==> src/core/asio_pkg.sv <==
// Constants, register map and types for the amplifier supervisor I/O block.
// Assumes a 20 MHz aclk and a 32-bit AXI4-Lite master on the register side.
package asio_pkg;

   localparam int CLK_HZ             = 20_000_000;
   localparam int SETTLE_TIME_MS     = 600;
   localparam int SETTLE_CYCLES      = CLK_HZ / 1000 * SETTLE_TIME_MS;
   localparam int LINK_WINDOW_US     = 100;
   localparam int LINK_WINDOW_CYCLES = CLK_HZ / 1_000_000 * LINK_WINDOW_US;
   localparam int ADC_DWELL_US       = 4;
   localparam int ADC_DWELL_CYCLES   = CLK_HZ / 1_000_000 * ADC_DWELL_US;

   localparam int         CHAIN_BITS       = 32;
   localparam logic [7:0] SCLK_HALF_CYCLES = 8'h04;
   localparam int         CH_STRIDE        = 8;
   localparam int         FLAG_CLIP        = 0;
   localparam int         FLAG_ILIM        = 1;
   localparam int         FLAG_AVG         = 2;
   localparam int         FLAG_FAULT       = 3;

   localparam logic [7:0] TEMP_IDLE_DEG = 8'h28;
   localparam logic [7:0] TEMP_MAX_DEG  = 8'h3c;
   localparam logic [8:0] FAN_STEP      = 9'h00c;
   localparam logic [8:0] FAN_FULL_HIGH = 9'h100;

   localparam logic [7:0] ADDR_CTRL      = 8'h00;
   localparam logic [7:0] ADDR_STATUS    = 8'h04;
   localparam logic [7:0] ADDR_TEMP      = 8'h08;
   localparam logic [7:0] ADDR_OUT_LOWER = 8'h0c;
   localparam logic [7:0] ADDR_OUT_UPPER = 8'h10;
   localparam logic [7:0] ADDR_IN_LOWER  = 8'h14;
   localparam logic [7:0] ADDR_IN_UPPER  = 8'h18;
   localparam logic [7:0] ADDR_FLAGS     = 8'h1c;

   localparam int CTRL_POWER_REQ = 0;
   localparam int CTRL_MUTE      = 1;

   localparam logic [1:0] RESP_OKAY   = 2'h0;
   localparam logic [1:0] RESP_SLVERR = 2'h2;

   typedef enum logic [3:0] {
      PS_STANDBY = 4'h1,
      PS_START   = 4'h2,
      PS_SETTLE  = 4'h4,
      PS_OPERATE = 4'h8
   } asio_power_type;

   typedef enum logic [2:0] {
      SC_IDLE  = 3'h1,
      SC_SHIFT = 3'h2,
      SC_GAP   = 3'h4
   } asio_scan_type;

   typedef struct packed {
      logic [7:0] fault;
      logic [7:0] avg;
      logic [7:0] ilim;
      logic [7:0] clip;
   } asio_flags_type;

   typedef struct packed {
      logic aux_good;
      logic main_good;
      logic present;
      logic rx_in;
      logic rx_out;
      logic link_off;
      logic miso;
   } asio_pins_type;

endpackage

==> src/core/asio_core.sv <==
// Supervisor I/O core: power sequencing, relay outputs, link port control,
// shift-chain scanning, analogue select stepping and fan PWM, with AXI4-Lite registers.
// Assumes all pin inputs are asynchronous to aclk and the chain is driven by this block.
`timescale 1ns/10ps
`default_nettype none
module asio_core
   import asio_pkg::*;
#(
   parameter int SETTLE_COUNT = SETTLE_CYCLES
) (
   input  wire logic        aclk,
   input  wire logic        aresetn,
   input  wire logic [7:0]  s_axi_awaddr,
   input  wire logic        s_axi_awvalid,
   output var  logic        s_axi_awready,
   input  wire logic [31:0] s_axi_wdata,
   input  wire logic [3:0]  s_axi_wstrb,
   input  wire logic        s_axi_wvalid,
   output var  logic        s_axi_wready,
   output var  logic [1:0]  s_axi_bresp,
   output var  logic        s_axi_bvalid,
   input  wire logic        s_axi_bready,
   input  wire logic [7:0]  s_axi_araddr,
   input  wire logic        s_axi_arvalid,
   output var  logic        s_axi_arready,
   output var  logic [31:0] s_axi_rdata,
   output var  logic [1:0]  s_axi_rresp,
   output var  logic        s_axi_rvalid,
   input  wire logic        s_axi_rready,
   input  wire logic        aux_supply_good_in,
   input  wire logic        main_supply_good_in,
   input  wire logic        link_present_in,
   input  wire logic        link_rx_in_port,
   input  wire logic        link_rx_out_port,
   input  wire logic        link_off_switch,
   input  wire logic        chain_miso,
   output var  logic        fault_relay_out,
   output var  logic        power_on_relay_out,
   output var  logic        link_port_swap,
   output var  logic        link_disable_n,
   output var  logic        comm_led_ctl,
   output var  logic        global_mute_n,
   output var  logic        psu_start_ctl,
   output var  logic [2:0]  analog_input_select,
   output var  logic        lower_board_select_n,
   output var  logic        upper_board_select_n,
   output var  logic        chain_sclk,
   output var  logic        chain_mosi,
   output var  logic        fan_speed_ctl
);

   ////////////////////////////////////////////////////////////////////////////////
   // Functions.

   function automatic logic [31:0] apply_strb(input logic [31:0] old_val,
                                              input logic [31:0] new_val,
                                              input logic [3:0]  strb);
      logic [31:0] res;
      res = old_val;
      for (int i = 0; i < 4; i++) begin
         if (strb[i]) begin
            res[i*8 +: 8] = new_val[i*8 +: 8];
         end
      end
      return res;
   endfunction

   // Map one board's chain word onto four channel slots of a flag vector.
   function automatic logic [3:0] pick_flag(input logic [31:0] word, input int pos);
      logic [3:0] res;
      res = 4'h0;
      for (int c = 0; c < 4; c++) begin
         res[c] = word[c*CH_STRIDE + pos];
      end
      return res;
   endfunction

   // Fan PWM high time out of 256 slots; the slope never quite reaches the full 256
   // at 40 degrees, so the hard step below 40 is kept separate.
   function automatic logic [8:0] fan_high(input logic [7:0] temp);
      logic [8:0] res;
      if (temp < TEMP_IDLE_DEG) begin
         res = FAN_FULL_HIGH;
      end else if (temp > TEMP_MAX_DEG) begin
         res = 9'h000;
      end else begin
         res = 9'((TEMP_MAX_DEG - temp) * FAN_STEP);
      end
      return res;
   endfunction

   ////////////////////////////////////////////////////////////////////////////////
   // Pin synchronisers.

   asio_pins_type meta_q;
   asio_pins_type pins;

   always_ff @(posedge aclk) begin
      if (!aresetn) begin
         meta_q <= '0;
         pins   <= '0;
      end else begin
         meta_q <= '{aux_good: aux_supply_good_in, main_good: main_supply_good_in,
                     present: link_present_in, rx_in: link_rx_in_port,
                     rx_out: link_rx_out_port, link_off: link_off_switch, miso: chain_miso};
         pins   <= meta_q;
      end
   end

   ////////////////////////////////////////////////////////////////////////////////
   // Registers written by software.

   logic [31:0]    ctrl;
   logic [7:0]     temp;
   logic [31:0]    out_lower;
   logic [31:0]    out_upper;
   logic [31:0]    in_lower;
   logic [31:0]    in_upper;
   asio_flags_type flags;
   logic [7:0]     wr_addr;
   logic [31:0]    wr_data;
   logic [3:0]     wr_strb;
   logic           aw_full;
   logic           w_full;
   logic           wr_go;

   assign wr_go = aw_full && w_full && !s_axi_bvalid;

   always_ff @(posedge aclk) begin
      if (!aresetn) begin
         ctrl      <= '0;
         temp      <= '0;
         out_lower <= '0;
         out_upper <= '0;
      end else if (wr_go) begin
         case (wr_addr)
            ADDR_CTRL:      ctrl      <= apply_strb(ctrl, wr_data, wr_strb);
            ADDR_TEMP:      temp      <= wr_strb[0] ? wr_data[7:0] : temp;
            ADDR_OUT_LOWER: out_lower <= apply_strb(out_lower, wr_data, wr_strb);
            ADDR_OUT_UPPER: out_upper <= apply_strb(out_upper, wr_data, wr_strb);
            default: begin
            end
         endcase
      end
   end

   ////////////////////////////////////////////////////////////////////////////////
   // AXI4-Lite write channel.

   always_ff @(posedge aclk) begin
      if (!aresetn) begin
         s_axi_awready <= 1'b1;
         s_axi_wready  <= 1'b1;
         s_axi_bvalid  <= 1'b0;
         s_axi_bresp   <= RESP_OKAY;
         aw_full       <= 1'b0;
         w_full        <= 1'b0;
         wr_addr       <= '0;
         wr_data       <= '0;
         wr_strb       <= '0;
      end else begin
         if (s_axi_awvalid && s_axi_awready) begin
            wr_addr       <= s_axi_awaddr;
            aw_full       <= 1'b1;
            s_axi_awready <= 1'b0;
         end
         if (s_axi_wvalid && s_axi_wready) begin
            wr_data      <= s_axi_wdata;
            wr_strb      <= s_axi_wstrb;
            w_full       <= 1'b1;
            s_axi_wready <= 1'b0;
         end
         if (wr_go) begin
            aw_full      <= 1'b0;
            w_full       <= 1'b0;
            s_axi_bvalid <= 1'b1;
            case (wr_addr)
               ADDR_CTRL, ADDR_TEMP, ADDR_OUT_LOWER, ADDR_OUT_UPPER,
               ADDR_STATUS, ADDR_IN_LOWER, ADDR_IN_UPPER, ADDR_FLAGS: s_axi_bresp <= RESP_OKAY;
               default: s_axi_bresp <= RESP_SLVERR;
            endcase
         end
         if (s_axi_bvalid && s_axi_bready) begin
            s_axi_bvalid  <= 1'b0;
            s_axi_awready <= 1'b1;
            s_axi_wready  <= 1'b1;
         end
      end
   end

   ////////////////////////////////////////////////////////////////////////////////
   // AXI4-Lite read channel.

   asio_power_type power_state;
   logic [31:0]    rd_value;
   logic           rd_hit;

   always_comb begin
      rd_hit = 1'b1;
      case (s_axi_araddr)
         ADDR_CTRL:      rd_value = ctrl;
         ADDR_STATUS:    rd_value = {19'h0, link_port_swap, pins.present, pins.link_off,
                                     pins.main_good, pins.aux_good, 4'(power_state), 4'h0};
         ADDR_TEMP:      rd_value = {24'h0, temp};
         ADDR_OUT_LOWER: rd_value = out_lower;
         ADDR_OUT_UPPER: rd_value = out_upper;
         ADDR_IN_LOWER:  rd_value = in_lower;
         ADDR_IN_UPPER:  rd_value = in_upper;
         ADDR_FLAGS:     rd_value = flags;
         default: begin
            rd_value = '0;
            rd_hit   = 1'b0;
         end
      endcase
   end

   always_ff @(posedge aclk) begin
      if (!aresetn) begin
         s_axi_arready <= 1'b1;
         s_axi_rvalid  <= 1'b0;
         s_axi_rdata   <= '0;
         s_axi_rresp   <= RESP_OKAY;
      end else if (s_axi_arvalid && s_axi_arready) begin
         s_axi_arready <= 1'b0;
         s_axi_rvalid  <= 1'b1;
         s_axi_rdata   <= rd_value;
         s_axi_rresp   <= rd_hit ? RESP_OKAY : RESP_SLVERR;
      end else if (s_axi_rvalid && s_axi_rready) begin
         s_axi_rvalid  <= 1'b0;
         s_axi_arready <= 1'b1;
      end
   end

   ////////////////////////////////////////////////////////////////////////////////
   // Power sequencing.

   logic [23:0] settle_cnt;
   logic        power_req;

   assign power_req = ctrl[CTRL_POWER_REQ];

   always_ff @(posedge aclk) begin
      if (!aresetn) begin
         power_state <= PS_STANDBY;
         settle_cnt  <= '0;
      end else begin
         case (power_state)
            PS_STANDBY: begin
               settle_cnt <= '0;
               if (power_req && pins.aux_good) begin
                  power_state <= PS_START;
               end
            end
            PS_START: begin
               if (!power_req || !pins.aux_good) begin
                  power_state <= PS_STANDBY;
               end else if (pins.main_good) begin
                  power_state <= PS_SETTLE;
               end
            end
            PS_SETTLE: begin
               settle_cnt <= settle_cnt + 24'h000001;
               if (!power_req || !pins.main_good) begin
                  power_state <= PS_STANDBY;
               end else if (settle_cnt == 24'(SETTLE_COUNT - 1)) begin
                  power_state <= PS_OPERATE;
               end
            end
            PS_OPERATE: begin
               if (!power_req || !pins.main_good || !pins.aux_good) begin
                  power_state <= PS_STANDBY;
               end
            end
            default: power_state <= PS_STANDBY;
         endcase
      end
   end

   always_ff @(posedge aclk) begin
      if (!aresetn) begin
         psu_start_ctl      <= 1'b0;
         global_mute_n      <= 1'b0;
         power_on_relay_out <= 1'b0;
         fault_relay_out    <= 1'b0;
      end else begin
         psu_start_ctl      <= (power_state != PS_STANDBY) && power_req;
         global_mute_n      <= (power_state == PS_OPERATE) && power_req && !ctrl[CTRL_MUTE];
         power_on_relay_out <= pins.main_good;
         fault_relay_out    <= |flags.fault;
      end
   end

   ////////////////////////////////////////////////////////////////////////////////
   // Link port control.

   logic [15:0] link_win;
   logic        seen_in;
   logic        seen_out;
   logic        prev_in;
   logic        prev_out;

   // Activity is judged over a fixed window so a single stray edge on the
   // in port cannot keep the ports from swapping for long.
   always_ff @(posedge aclk) begin
      if (!aresetn) begin
         link_win       <= '0;
         seen_in        <= 1'b0;
         seen_out       <= 1'b0;
         prev_in        <= 1'b0;
         prev_out       <= 1'b0;
         link_port_swap <= 1'b0;
      end else begin
         prev_in  <= pins.rx_in;
         prev_out <= pins.rx_out;
         if (link_win == 16'(LINK_WINDOW_CYCLES - 1)) begin
            link_win <= '0;
            // An edge in the closing cycle opens the next window instead of being lost.
            seen_in  <= (pins.rx_in != prev_in);
            seen_out <= (pins.rx_out != prev_out);
            if (seen_out && !seen_in) begin
               link_port_swap <= !link_port_swap;
            end
         end else begin
            link_win <= link_win + 16'h0001;
            if (pins.rx_in != prev_in) begin
               seen_in <= 1'b1;
            end
            if (pins.rx_out != prev_out) begin
               seen_out <= 1'b1;
            end
         end
      end
   end

   always_ff @(posedge aclk) begin
      if (!aresetn) begin
         link_disable_n <= 1'b0;
         comm_led_ctl   <= 1'b0;
      end else begin
         link_disable_n <= pins.link_off;
         comm_led_ctl   <= pins.present;
      end
   end

   ////////////////////////////////////////////////////////////////////////////////
   // Shift chain scanning.

   asio_scan_type scan_state;
   logic [7:0]    div_cnt;
   logic [5:0]    bit_cnt;
   logic          board_upper;
   logic [31:0]   shift_in;
   logic [31:0]   shift_out;
   logic          operate;

   assign operate = (power_state == PS_OPERATE);

   always_ff @(posedge aclk) begin
      if (!aresetn) begin
         scan_state           <= SC_IDLE;
         div_cnt              <= '0;
         bit_cnt              <= '0;
         board_upper          <= 1'b0;
         shift_in             <= '0;
         shift_out            <= '0;
         chain_sclk           <= 1'b0;
         chain_mosi           <= 1'b0;
         lower_board_select_n <= 1'b1;
         upper_board_select_n <= 1'b1;
         in_lower             <= '0;
         in_upper             <= '0;
      end else begin
         case (scan_state)
            SC_IDLE: begin
               chain_sclk <= 1'b0;
               div_cnt    <= '0;
               bit_cnt    <= '0;
               if (operate) begin
                  shift_out            <= board_upper ? out_upper : out_lower;
                  chain_mosi           <= board_upper ? out_upper[CHAIN_BITS-1] : out_lower[CHAIN_BITS-1];
                  lower_board_select_n <= board_upper;
                  upper_board_select_n <= !board_upper;
                  scan_state           <= SC_SHIFT;
               end
            end
            SC_SHIFT: begin
               if (div_cnt == SCLK_HALF_CYCLES - 8'h01) begin
                  div_cnt    <= '0;
                  chain_sclk <= !chain_sclk;
                  if (!chain_sclk) begin
                     shift_in <= {shift_in[CHAIN_BITS-2:0], pins.miso};
                     bit_cnt  <= bit_cnt + 6'h01;
                  end else if (bit_cnt == 6'(CHAIN_BITS)) begin
                     scan_state <= SC_GAP;
                  end else begin
                     shift_out  <= {shift_out[CHAIN_BITS-2:0], 1'b0};
                     chain_mosi <= shift_out[CHAIN_BITS-2];
                  end
               end else begin
                  div_cnt <= div_cnt + 8'h01;
               end
            end
            SC_GAP: begin
               // Raising the select latches the bits shifted out into the chain.
               lower_board_select_n <= 1'b1;
               upper_board_select_n <= 1'b1;
               if (div_cnt == 8'h00) begin
                  if (board_upper) begin
                     in_upper <= shift_in;
                  end else begin
                     in_lower <= shift_in;
                  end
               end
               if (div_cnt == SCLK_HALF_CYCLES - 8'h01) begin
                  div_cnt     <= '0;
                  board_upper <= !board_upper;
                  scan_state  <= SC_IDLE;
               end else begin
                  div_cnt <= div_cnt + 8'h01;
               end
            end
            default: scan_state <= SC_IDLE;
         endcase
      end
   end

   // Flags are cleared outside operate mode so a stale fault cannot hold the relay.
   always_ff @(posedge aclk) begin
      if (!aresetn || !operate) begin
         flags <= '0;
      end else begin
         flags.clip  <= {pick_flag(in_upper, FLAG_CLIP), pick_flag(in_lower, FLAG_CLIP)};
         flags.ilim  <= {pick_flag(in_upper, FLAG_ILIM), pick_flag(in_lower, FLAG_ILIM)};
         flags.avg   <= {pick_flag(in_upper, FLAG_AVG), pick_flag(in_lower, FLAG_AVG)};
         flags.fault <= {pick_flag(in_upper, FLAG_FAULT), pick_flag(in_lower, FLAG_FAULT)};
      end
   end

   ////////////////////////////////////////////////////////////////////////////////
   // Analogue select stepping and fan control.

   logic [7:0] adc_dwell;
   logic [7:0] pwm_cnt;
   logic [8:0] fan_level;

   always_ff @(posedge aclk) begin
      if (!aresetn || !operate) begin
         adc_dwell           <= '0;
         analog_input_select <= '0;
      end else if (adc_dwell == 8'(ADC_DWELL_CYCLES - 1)) begin
         adc_dwell           <= '0;
         analog_input_select <= analog_input_select + 3'h1;
      end else begin
         adc_dwell <= adc_dwell + 8'h01;
      end
   end

   always_ff @(posedge aclk) begin
      if (!aresetn) begin
         pwm_cnt       <= '0;
         fan_level     <= FAN_FULL_HIGH;
         fan_speed_ctl <= 1'b1;
      end else begin
         pwm_cnt       <= pwm_cnt + 8'h01;
         fan_level     <= fan_high(temp);
         fan_speed_ctl <= {1'b0, pwm_cnt} < fan_level;
      end
   end

endmodule // asio_core
`default_nettype wire

==> config.mk <==
export PLATFORM = sky130hd
export DESIGN_NAME = asio_core
export DESIGN_NICKNAME = d
export VERILOG_FILES = /design/src/core/asio_pkg.sv /design/src/core/asio_core.sv
export SDC_FILE = /design/constraint.sdc
export NUM_CORES = 1
export LEC_CHECK = 0
export BUFFER_PORTS_ARGS = -buffer_cell sky130_fd_sc_hd__buf_2
export CAP_MARGIN = 20
export CORE_UTILIZATION = 35
export CTS_CLUSTER_SIZE = 25
export DETAILED_ROUTE_END_ITERATION = 12
export GPL_ROUTABILITY_DRIVEN = 0
export PLACE_DENSITY_LB_ADDON = 0.05
export RECOVER_POWER = 100
export SYNTH_ARGS = -nofsm -noshare
export SYNTH_HDL_FRONTEND = slang
export SYNTH_SLANG_ARGS = --single-unit
==> constraint.sdc <==
create_clock -name aclk -period 2.5 [get_ports aclk]
set_input_delay 0.375 -clock aclk [delete_from_list [all_inputs] [get_ports aclk]]
set_output_delay 0.375 -clock aclk [all_outputs]
set_load 0.01 [all_outputs]
## Word level (Yosys, flattened, before mapping)

Memory sizes are Yosys's and may differ from the RTL's. A register that Yosys moved wholly into a read port is not among the register bits.
Index checks and enable logic that the tools add are counted.

| storage, ports and cells | value |
|---|---|
| bits of input ports | 66 |
| memories kept | 1 |
| memory bits (writable) | 0 |
| latch bits | 0 |
| bits in read-only memories | 32 |
| output and inout bits | 56 |
| register bits after elaboration | 470 |

Memories:

| memory | words | bits a word | read ports | clocked after memory_dff | write ports | RTL line | source |
|---|---|---|---|---|---|---|---|
| (no name shown) | 32 | 1 | 1 | 1 | 0 | asio_core.sv:177 | `case (wr_addr)` |

| operators by class | value |
|---|---|
| reductions and logical operators | 71 |
| bitwise logic cells | 3 |
| equal/unequal tests | 36 |
| divide/modulo/power cells | 0 |
| shifts and indexed selects | 0 |
| add/sub/neg operators | 8 |
| multiplexer cells | 52 |
| magnitude comparators | 3 |
| multiply operators | 1 |

Operators by type and width:

| operator | count |
|---|---|
| $pmux 32 s8 | 1 |
| $mux 31 | 5 |
| $pmux 31 s2 | 1 |
| $reduce_and 3->1 | 17 |
| $pmux 24 s2 | 1 |
| $eq 8x5->1 const B | 5 |
| $eq 8x4->1 const B | 4 |
| $add 24x1->24 const B | 1 |
| $add 8x1->8 const B | 3 |
| $eq 24x24->1 const B | 1 |
| $logic_not 8->1 | 3 |
| $mux 4 | 6 |
| $mux 1 | 17 |
| $add 16x1->16 const B | 1 |
| $eq 16x11->1 const B | 1 |
| $ne 2x2->1 const B | 8 |
| $pmux 4 s4 | 1 |
| $pmux 8 s2 | 1 |
| $reduce_or 8->1 | 2 |
| $mux 3 | 5 |
| $reduce_bool 2->1 | 7 |
| $logic_and 1x1->1 | 12 |
| $mux 6 | 2 |
| $pmux 6 s2 | 1 |
| 37 further kinds | 68 |

## Depth between registers and ports, before layout

Gate-level depths: netlist of the first run.

| logic depth | value |
|---|---|
| depth in word-level cells | 5 |
| mapped depth | 9 |
| mapped depth without buffers | 9 |

## Worst setup path after synthesis of the first run

OpenSTA, ideal clock, no wires.

| path | value |
|---|---|
| kind | register to register |
| start | register power_state[0] |
| end | register settle_cnt[11] |
| arrival time | 2.125 ns |
| stages on the path, launching flop included | 8 |
| setup slack | 0.310 ns |
| required time | 2.435 ns |
| path through | dfxtp_1 -> buf_6 -> or4b_1 -> buf_2 -> nor4_4 -> nor3b_4 -> mux2_2 -> nor2_1 |

| on the way | value |
|---|---|
| word-level cells in the longest chain between the ends | 2 |
| elaborated cells between the ends (all ways) | 4 |

Ends and longest elaborated chain:

| item | RTL line | source |
|---|---|---|
| start, declared | asio_core.sv:194 | `asio_power_type power_state;` |
| start signal, assigned | asio_core.sv:244 | `power_state <= PS_STANDBY;` |
| start signal, assigned | asio_core.sv:251 | `power_state <= PS_START;` |
| start signal, assigned | asio_core.sv:256 | `power_state <= PS_STANDBY;` |
| $eq 4x3->1 / $eq 4x1->1 (equally long branches) | asio_core.sv:247 | `case (power_state)` |
| $pmux 24 s2 / $reduce_bool 2->1 (equally long branches) | -- |  |
| end signal, assigned | asio_core.sv:262 | `settle_cnt <= settle_cnt + 24'h000001;` |
| end, declared | asio_core.sv:237 | `logic [23:0] settle_cnt;` |

Several ways; a longest one is shown, not always the timed one.
A chain may end at the register's enable or synchronous reset.

## Final worst setup path of the first run

Ends and elaborated chain as after synthesis.

==> flow_metrics.py, run 1 <==
metrics = {
    "detailed_routing": {
        "antenna_left": 0,
        "route.vias.total": 16970,
        "dr.first_iter.drc_count": 1100,
        "wire_per_inst_um": 18.73,
        "wl_mm": 61.22,
        "viasPerCell": 5.192,
        "drt_pre_antenna_iters": 5,
        "drc_errors": 0,
    },
    "floorplanning": {
        "start_util": 0.3542,
        "core_um2": 54990,
        "dieWidth_um": 237.9,
        "die_y_um": 237.9,
        "row_count": 86,
        "ios": 122,
        "die-area_um2": 56590,
    },
    "cts": {
        "cts-resized-gates": 0,
        "cts_hold_buf": 32,
        "cts_made_buffers": 54,
        "clockBufferDepth": 3,
        "numClockSinks": 467,
        "cts.reportedPaths.clkPinSlew_ns": 0.06,
        "postCtsSetupRepairBufs": 0,
        "htree_levels": 2,
        "cts_tree": "done",
        "clock_latency_ns": 0.61,
        "cts_root_buf": "clkbuf_16",
    },
    "pwr": {
        "p_leak_nw": 8.072,
        "p_per_area_nw_per_um2": 687.3,
        "ir_drop_uv": 516.2,
    },
    "critical_path": {
        "required_ns": 3.02,
        "cp-end-kind": "flop",
        "critPathMaxFanout": 6,
        "worstPathArrival_ns": 2.80,
        "critical_path_class": "flop to flop",
        "startpoint_type": "flop",
        "r2r_slack_ns": 0.22,
    },
    "synth": {
        "yosysUniqueCellTypes": 76,
        "post-synth-top-area-fraction": 0.4800,
        "synth_top_area_cell": "dfxtp_1",
        "ys_seq_area_frac": 0.4800,
        "synth_seq_cells": 467,
        "synth_cells": 2356,
        "ys.flop_type": "dfxtp_1",
        "ys_top_cells_by_area": "dfxtp_1, nand2_1, a21oi_1, mux2i_1, nor2_1",
        "post_synth_instance_area_um2": 19480,
        "yosys_warnings": 0,
        "synth_edf_count": 0,
        "synthArstFlopShare": 0,
        "syn-mean-instance-area_um2": 8.267,
    },
    "cells_and_area": {
        "nFillCells": 5671,
        "fin_area_um2": 22980,
        "nNetsFinal": 2565,
        "syn_to_final_growth_pct": 17.99,
        "mostFrequentLayoutCells": "nand2_1, dfxtp_1, a21oi_1, nor2_1, clkbuf_1",
        "layout_commonest_cell": "nand2_1",
        "drive_gt1_frac": 0.1024,
    },
    "timing": {
        "hold_violations": 0,
        "setup_viol": 0,
        "rsz0062_at_grt": "no",
        "skew_ns": 0.01893,
        "tightest_slew_ns": 1.754,
        "slew_headroom": -0.1694,
        "fin_ws_ns": 0.2199,
        "slew_violations": 82,
        "fin_crit_sh": 0.9120,
        "finalCriticalPeriod_ns": 2.280,
        "hold_ws_ns": 0.03216,
        "fmax_mhz": 438.6,
        "fin_setup_tns_ns": 0,
    },
    "global_route": {
        "antenna_found_initial": 1,
        "grt_pass1_wl_mm": 94.43,
        "overflow": 0,
        "grt.total_usage": 0.2137,
        "grt_pass1_vias": 16120,
        "grt_max_degree": 82,
    },
    "min_path": {
        "min-delay-path-class": "input port to flop",
    },
    "run_status": {
        "failed_checks": "capacitance limit, slew limit",
        "status": "finished, violations left",
    },
    "placement": {
        "port_buffers": 119,
        "pre_cts_ws_ns": 0.3264,
        "dpl.hpwl_mm": 42.13,
        "dpl_cell_area_um2": 21210,
    },
    "run": {
        "maxCapViolCount": 1,
    },
}
Yosys cell counts (all sizes together), types with 9 or more instances:
cell / number
a211o: 33
a21oi: 346
ha: 18
nand4: 20
nor4b: 9
dfxtp: 467
o22ai: 24
nor2: 150
clkbuf: 135
xor2: 20
inv: 25
a22oi: 29
nor3b: 10
nand2b: 9
mux2i: 64
xnor2: 21
a22o: 26
nor4: 11
nand3: 60
o21ai: 33
mux2: 27
or3: 11
nor3: 20
nor2b: 13
and2: 32
buf: 23
nand2: 564
and3: 62
worst max-delay path: stages (launching register included):
cell	delay, ns
dfxtp_1	0.31
or4b_1	0.63
nor4_1	0.47
nor3b_4	0.34
mux2_2	0.36
nor2_1	0.09
worst paths after layout:
check	from	endpoint	cells past startpoint
max	power_state[0]$_SDFFE_PN1P_	settle_cnt[11]$_SDFFE_PN0P_	5
min	s_axi_wdata[5]	wr_data[5]$_SDFFE_PN0P_	3
max reg2reg	power_state[0]$_SDFFE_PN1P_	settle_cnt[11]$_SDFFE_PN0P_	5
min reg2reg	pwm_cnt[0]$_SDFF_PN0_	pwm_cnt[0]$_SDFF_PN0_	1
layout make-up:
| type | instances | area (µm²) | share of cell area |
|---|---|---|---|
| Antenna cell | 1 | 2.502 | 0.0001089 |
| Sequential cell | 467 | 9350 | 0.4069 |
| Clock buffer | 80 | 1569 | 0.06828 |
| Timing Repair Buffer | 225 | 1484 | 0.06458 |
| Tap cell | 748 | 935.9 | 0.04073 |
| Inverter | 25 | 101.3 | 0.004410 |
| Multi-Input combinational cell | 1707 | 9404 | 0.4092 |
| Clock inverter | 16 | 132.6 | 0.005772 |
kinds of logic (layout without fill, tap and decap cells):
logic type      Yosys count  in the layout  share of synthesized area
compound gates          550            550                     0.1685
other cells               1              3                  0.0001925
xor+xnor                 41             41                    0.01844
mux                      92             92                    0.04966
fa+ha+maj                19             19                    0.01259
simple gates           1003           1003                     0.2338
flops                   467            467                     0.4800
buf+inv                 183            346                    0.03675
through the flow:
step / total power [mW] / cells / util
after detailed placement: 8.326 / 3140 / 0.3857
after global placement: 8.320 / 3140 / 0.3857
after floorplan: 8.048 / 2357 / -
final: 15.79 / 3269 / 0.4179
after CTS: 16.05 / 3268 / 0.4225
after global routing: 16.41 / 3268 / 0.4179
flip-flops by register name, indices dropped and copies added, names as in the netlist, 32 cells and up, named ones only:
signal and flops:
shift_in 32, ctrl 32, out_upper 32, in_upper 32, in_lower 32, wr_data 32
s_axi_rdata 32, out_lower 32, flags 32
report_power, final:
group,switching (mW),internal [mW]
logic,0.372,0.199
registers,0.0853,7.52
clock network,3.19,4.43
metal layers:
layer	vias up	share of wire	global-route usage
li1	8421	-	-
met1	8072	0.45	0.2777
met2	372	0.47	0.3535
met3	109	0.042	0.02881
met4	0	0.041	0.09404
met5	-	0	0
Power figures use the tool's default switching activity.
==> run 2, diff against run 1 <==
==> constraint.sdc (replaced) <==
create_clock -name aclk -period 2.4 [get_ports aclk]
set_input_delay 0.36 -clock aclk [delete_from_list [all_inputs] [get_ports aclk]]
set_output_delay 0.36 -clock aclk [all_outputs]
set_load 0.05 [all_outputs]
==> run 2 against run 1 <==
  * The flow now finishes without violations
  * Sequential power rose by 4.2%
  * Clock power rose by 12%
  * Highest routed layer unchanged
  * Critical path type unchanged
  * Largest cell class unchanged
  * Sequential share of layout area fell by 0.59 points
==> flow_metrics.py, run 2 (synthesis results as in run 1) <==
metrics = {
    "run_status": {
        "status": "finished, final reports clean",
    },
    "critical_path": {
        "max_stage_delay_ns": 0.45,
        "critPathMaxFanout": 64,
        "worstPathArrival_ns": 2.80,
        "crit_chain": "buf_4 > nor4b_1 > buf_4 > nand3b_1 > o2bb2ai_1 > buf_12 > a211o_1 > a21oi_1",
        "r2r_slack_ns": 0.14,
        "startpoint_type": "flop",
        "worst_path_most_repeated_cell": "buf_4",
        "cp-end-kind": "flop",
        "critPathSlowestCell": "nor4b_1",
        "critical_path_class": "flop to flop",
        "required_ns": 2.94,
    },
    "timing": {
        "fin_crit_sh": 0.9410,
        "fin_setup_tns_ns": 0,
        "fmax_mhz": 442.8,
        "rsz0062_at_grt": "no",
        "hold_violations": 0,
        "slew_headroom": 0.1060,
        "tightest_slew_ns": 1.341,
        "setup_viol": 0,
        "finalCriticalPeriod_ns": 2.258,
        "slew_violations": 0,
        "skew_ns": 0.02296,
    },
    "pwr": {
        "ir_drop_uv": 501.1,
        "p_leak_nw": 8.232,
        "p_per_area_nw_per_um2": 732.9,
        "net-switching-power_mw": 3.856,
        "pwr-share-clk": 0.498,
        "switching_share": 0.2256,
        "pwr-share-comb": 0.038,
        "p_int_mw": 13.23,
        "seq_power_share": 0.464,
    },
    "detailed_routing": {
        "drc_errors": 0,
        "antenna_left": 0,
        "dr.first_iter.drc_count": 1251,
        "route.vias.total": 17090,
        "viasPerCell": 5.188,
        "wl_mm": 61.67,
        "wire_per_inst_um": 18.72,
        "drt_pre_antenna_iters": 8,
    },
    "placement": {
        "dpl.hpwl_mm": 42.29,
        "placedCellCount": 3151,
        "port_buffers": 119,
    },
    "cells_and_area": {
        "syn_to_final_growth_pct": 19.72,
        "mostFrequentLayoutCells": "nand2_1, dfxtp_1, a21oi_1, nor2_1, clkbuf_1",
        "nFillCells": 5624,
        "drive_gt1_frac": 0.1057,
        "nNetsFinal": 2590,
        "layout_commonest_cell": "nand2_1",
        "layout.cells.non_filler": 3295,
    },
    "global_route": {
        "grt_pass1_vias": 16330,
        "grt_max_degree": 136,
        "gr-max-usage-layer": "met2",
        "met2_usage": 0.3629,
        "antenna_found_initial": 0,
        "use_met1": 0.2807,
        "met3_usage": 0.02753,
        "grt_pass1_wl_mm": 95.71,
        "overflow": 0,
        "grt.total_usage": 0.2171,
    },
    "floorplanning": {
        "start_util": 0.3542,
        "dieWidth_um": 237.9,
        "die_y_um": 237.9,
        "core_um2": 54990,
        "row_count": 86,
        "die-area_um2": 56590,
        "ios": 122,
    },
    "cts": {
        "cts_tree": "done",
        "cts_hold_buf": 45,
        "cts_made_buffers": 55,
        "htree_levels": 2,
        "cts_root_buf": "clkbuf_16",
        "clockBufferDepth": 3,
        "cts.reportedPaths.clkPinSlew_ns": 0.06,
        "cts-resized-gates": 0,
        "postCtsSetupRepairBufs": 0,
        "numClockSinks": 467,
        "clock_latency_ns": 0.61,
    },
    "run": {
        "maxCapViolCount": 0,
    },
    "min_path": {
        "min-delay-path-class": "input port to flop",
    },
}
run 2: power groups by stage:
stage	sequential (mW)	clock [mW]	combinational [mW]
floorplan	8.08	0	0.333
global placement	8.09	0	0.600
detailed placement	8.10	0	0.604
CTS	7.93	8.74	0.663
global route	7.93	9.07	0.709
finish	7.93	8.51	0.654
run 2: layout make-up:
class	instances	area [µm²]	share of cell area
multi-input cells	1707	9394	0.4029
flip-flops and latches	467	9350	0.4010
repair buffers	249	1692	0.07255
clock buffers	83	1623	0.06960
well taps	748	935.9	0.04014
clock inverters	15	219.0	0.009390
inverters	25	101.3	0.004346
diodes	1	2.502	0.0001073
run 2: critical path: cells and delay by family, from the launching register on:
family	cells	cell delay [ns]
buf+inv	3	0.61
compound gates	3	0.62
flops	1	0.33
simple gates	2	0.56
run 2: per-stage QoR:
stage	total power, mW	worst slack [ns]	area (µm²)	hold slack (ns)	util
finish	17.09	0.1417	23320	0.03905	0.4241
global route	17.71	0.03516	23310	0.02768	0.4240
CTS	17.33	0.2696	23520	0.006652	0.4277
detailed placement	8.700	0.2766	21230	0.4251	0.3860
global placement	8.694	0.2769	21230	0.4192	0.3860
floorplan	8.417	0.2096	19480	0.4119	-
run 2: path summary, 6_finish.rpt:
path / cells after the start / start / to
max: 8 / power_state[3]$_SDFFE_PN0P_ / shift_out[28]$_SDFFE_PN0P_
max reg2reg: 8 / power_state[3]$_SDFFE_PN0P_ / shift_out[28]$_SDFFE_PN0P_
min: 3 / s_axi_awaddr[5] / wr_addr[5]$_SDFFE_PN0P_
min reg2reg: 1 / meta_q[2]$_SDFF_PN0_ / pins[2]$_SDFF_PN0_
run 2: routing by layer:
metal  vias up  share of wire
met5         -              0
met4         0          0.040
met3       105          0.038
met2       351           0.47
met1      8185           0.45
li1       8452              -
==> run 3, diff against run 2 <==
==> constraint.sdc (replaced) <==
create_clock -name aclk -period 2.1 [get_ports aclk]
set_input_delay 0.315 -clock aclk [delete_from_list [all_inputs] [get_ports aclk]]
set_output_delay 0.315 -clock aclk [all_outputs]
set_load 0.05 [all_outputs]
==> run 3 against run 2 <==
  * Global-route usage rose by 0.36 points
  * Cell area increased by 3.1%
  * The run now ends with setup timing left
  * First-iteration DRC count down 8.6%
  * Power rose by 11%
  * Largest cell class unchanged
  * Hold slack got worse by 0.020 ns
  * Core utilization is 1.3 points higher
  * Critical path depth grew 1
  * Clock-buffer cell count decreased by 4
  * Non-clock buffer count up 49
==> flow_metrics.py, run 3 (synthesis results as in run 1) <==
metrics = {
    "cells_and_area": {
        "drive_gt1_frac": 0.1414,
        "mostFrequentLayoutCells": "nand2_1, dfxtp_1, a21oi_1, nor2_1, buf_4",
        "layout.cells.non_filler": 3343,
        "nNetsFinal": 2638,
        "nFillCells": 5516,
        "layout_commonest_cell": "nand2_1",
        "syn_to_final_growth_pct": 23.45,
        "num_antenna_cells": 0,
    },
    "cts": {
        "clock_latency_ns": 0.61,
        "cts_made_buffers": 53,
        "cts_root_buf": "clkbuf_16",
        "clockBufferDepth": 3,
        "htree_levels": 2,
        "numClockSinks": 467,
        "cts_tree": "done",
        "cts.reportedPaths.clkPinSlew_ns": 0.06,
    },
    "timing": {
        "tightest_slew_ns": 0.9053,
        "hold_violations": 0,
        "fin_ws_ns": -0.03372,
        "slew_violations": 0,
        "fin_crit_sh": 1.016,
        "slew_headroom": 0.3964,
        "fmax_mhz": 468.7,
        "rsz0062_at_grt": "yes",
        "finalCriticalPeriod_ns": 2.134,
        "skew_ns": 0.01675,
        "setup_viol": 4,
    },
    "detailed_routing": {
        "drc_errors": 0,
        "wire_per_inst_um": 19.44,
        "route.vias.total": 17330,
        "dr.first_iter.drc_count": 1144,
        "wl_mm": 65.00,
        "viasPerCell": 5.183,
        "antenna_left": 0,
        "drt_pre_antenna_iters": 6,
    },
    "floorplanning": {
        "ios": 122,
        "die-area_um2": 56590,
        "start_util": 0.3542,
        "row_count": 86,
        "die_y_um": 237.9,
        "dieWidth_um": 237.9,
        "core_um2": 54990,
    },
    "global_route": {
        "grt.total_usage": 0.2206,
        "grt_max_degree": 104,
        "overflow": 0,
        "grt_pass1_wl_mm": 97.46,
        "grt_pass1_vias": 16520,
        "antenna_found_initial": 1,
    },
    "pwr": {
        "p_per_area_nw_per_um2": 792.0,
        "p_leak_nw": 8.573,
        "seq_power_share": 0.476,
        "pwr-share-clk": 0.484,
        "pwr-share-comb": 0.041,
        "total_power_mw": 19.04,
        "net-switching-power_mw": 4.408,
        "ir_drop_uv": 546.2,
        "p_int_mw": 14.63,
        "switching_share": 0.2315,
    },
    "critical_path": {
        "required_ns": 2.63,
        "worstPathArrival_ns": 2.66,
        "cp-end-kind": "flop",
        "r2r_slack_ns": -0.03,
        "startpoint_type": "flop",
        "critPathMaxFanout": 6,
        "critical_path_class": "flop to flop",
    },
    "placement": {
        "pre_cts_ws_ns": 0.001773,
        "dpl.hpwl_mm": 43.26,
        "port_buffers": 119,
        "placedCellCount": 3173,
    },
    "run_status": {
        "status": "finished, violations left",
        "failed_checks": "setup timing",
    },
    "min_path": {
        "min-delay-path-class": "input port to flop",
    },
    "run": {
        "maxCapViolCount": 0,
    },
}
## run 3: repair_timing
action	in CTS	in global routing
endpoints found under the setup margin	10	105
gates resized for setup	1	47
endpoints found under the hold margin	54	0
hold buffers	54	0
pin swaps	2	2
gates cloned	0	8
setup buffers	1	10
## run 3: per-layer routing
layer / track usage / part of all wire / vias up
li1: - / - / 8565
met5: 0 / 0 / -
met2: 0.3831 / 0.49 / 376
met4: 0.06588 / 0.025 / 0
met1: 0.2816 / 0.44 / 8300
met3: 0.03251 / 0.046 / 85
## run 3: stage by stage
stage          hold WS (ns)  area [µm²]  setup TNS (ns)    util
6_report            0.01928       24040         -0.1142  0.4373
5_1_grt             0.01508       24040         -0.5539  0.4373
4_1_cts            0.003144       23730               0  0.4316
3_5_place_dp         0.4206       21470               0  0.3904
3_3_place_gp         0.4262       21470               0  0.3904
2_1_floorplan        0.4119       19480               0       -
## run 3: area by class of cell
class	instances	area (µm²)	area share
Clock buffer	79	1534	0.06380
Inverter	25	101.3	0.004215
Sequential cell	467	9356	0.3892
Multi-Input combinational cell	1708	9637	0.4008
Tap cell	748	935.9	0.03893
Timing Repair Buffer	298	2296	0.09549
Clock inverter	18	182.7	0.007598
## run 3: path summary, 6_finish.rpt
| path | from | to | depth (start not counted) |
|---|---|---|---|
| setup / recovery | power_state[1]$_SDFFE_PN0P_ | shift_out[6]$_SDFFE_PN0P_ | 9 |
| hold / removal | s_axi_wdata[6] | wr_data[6]$_SDFFE_PN0P_ | 3 |
| setup reg to reg | power_state[1]$_SDFFE_PN0P_ | shift_out[6]$_SDFFE_PN0P_ | 9 |
| hold reg to reg | meta_q[0]$_SDFF_PN0_ | pins[0]$_SDFF_PN0_ | 1 |
## run 3: power groups by stage
stage | logic, mW | registers, mW | clock network, mW
5_1_grt | 0.835 | 9.06 | 9.84
3_5_place_dp | 0.698 | 9.25 | 0
4_1_cts | 0.781 | 9.06 | 9.46
6_report | 0.773 | 9.06 | 9.21
3_3_place_gp | 0.694 | 9.25 | 0
2_1_floorplan | 0.381 | 9.24 | 0
## run 3: worst max-delay path, cell delays in order (launching register included)
cell       delay, ns
dfxtp_4         0.37
buf_6           0.12
nor4b_4         0.28
buf_4           0.19
nand3b_1        0.17
buf_4           0.22
o2bb2ai_2       0.19
buf_6           0.18
a211o_1         0.22
a21oi_1         0.11
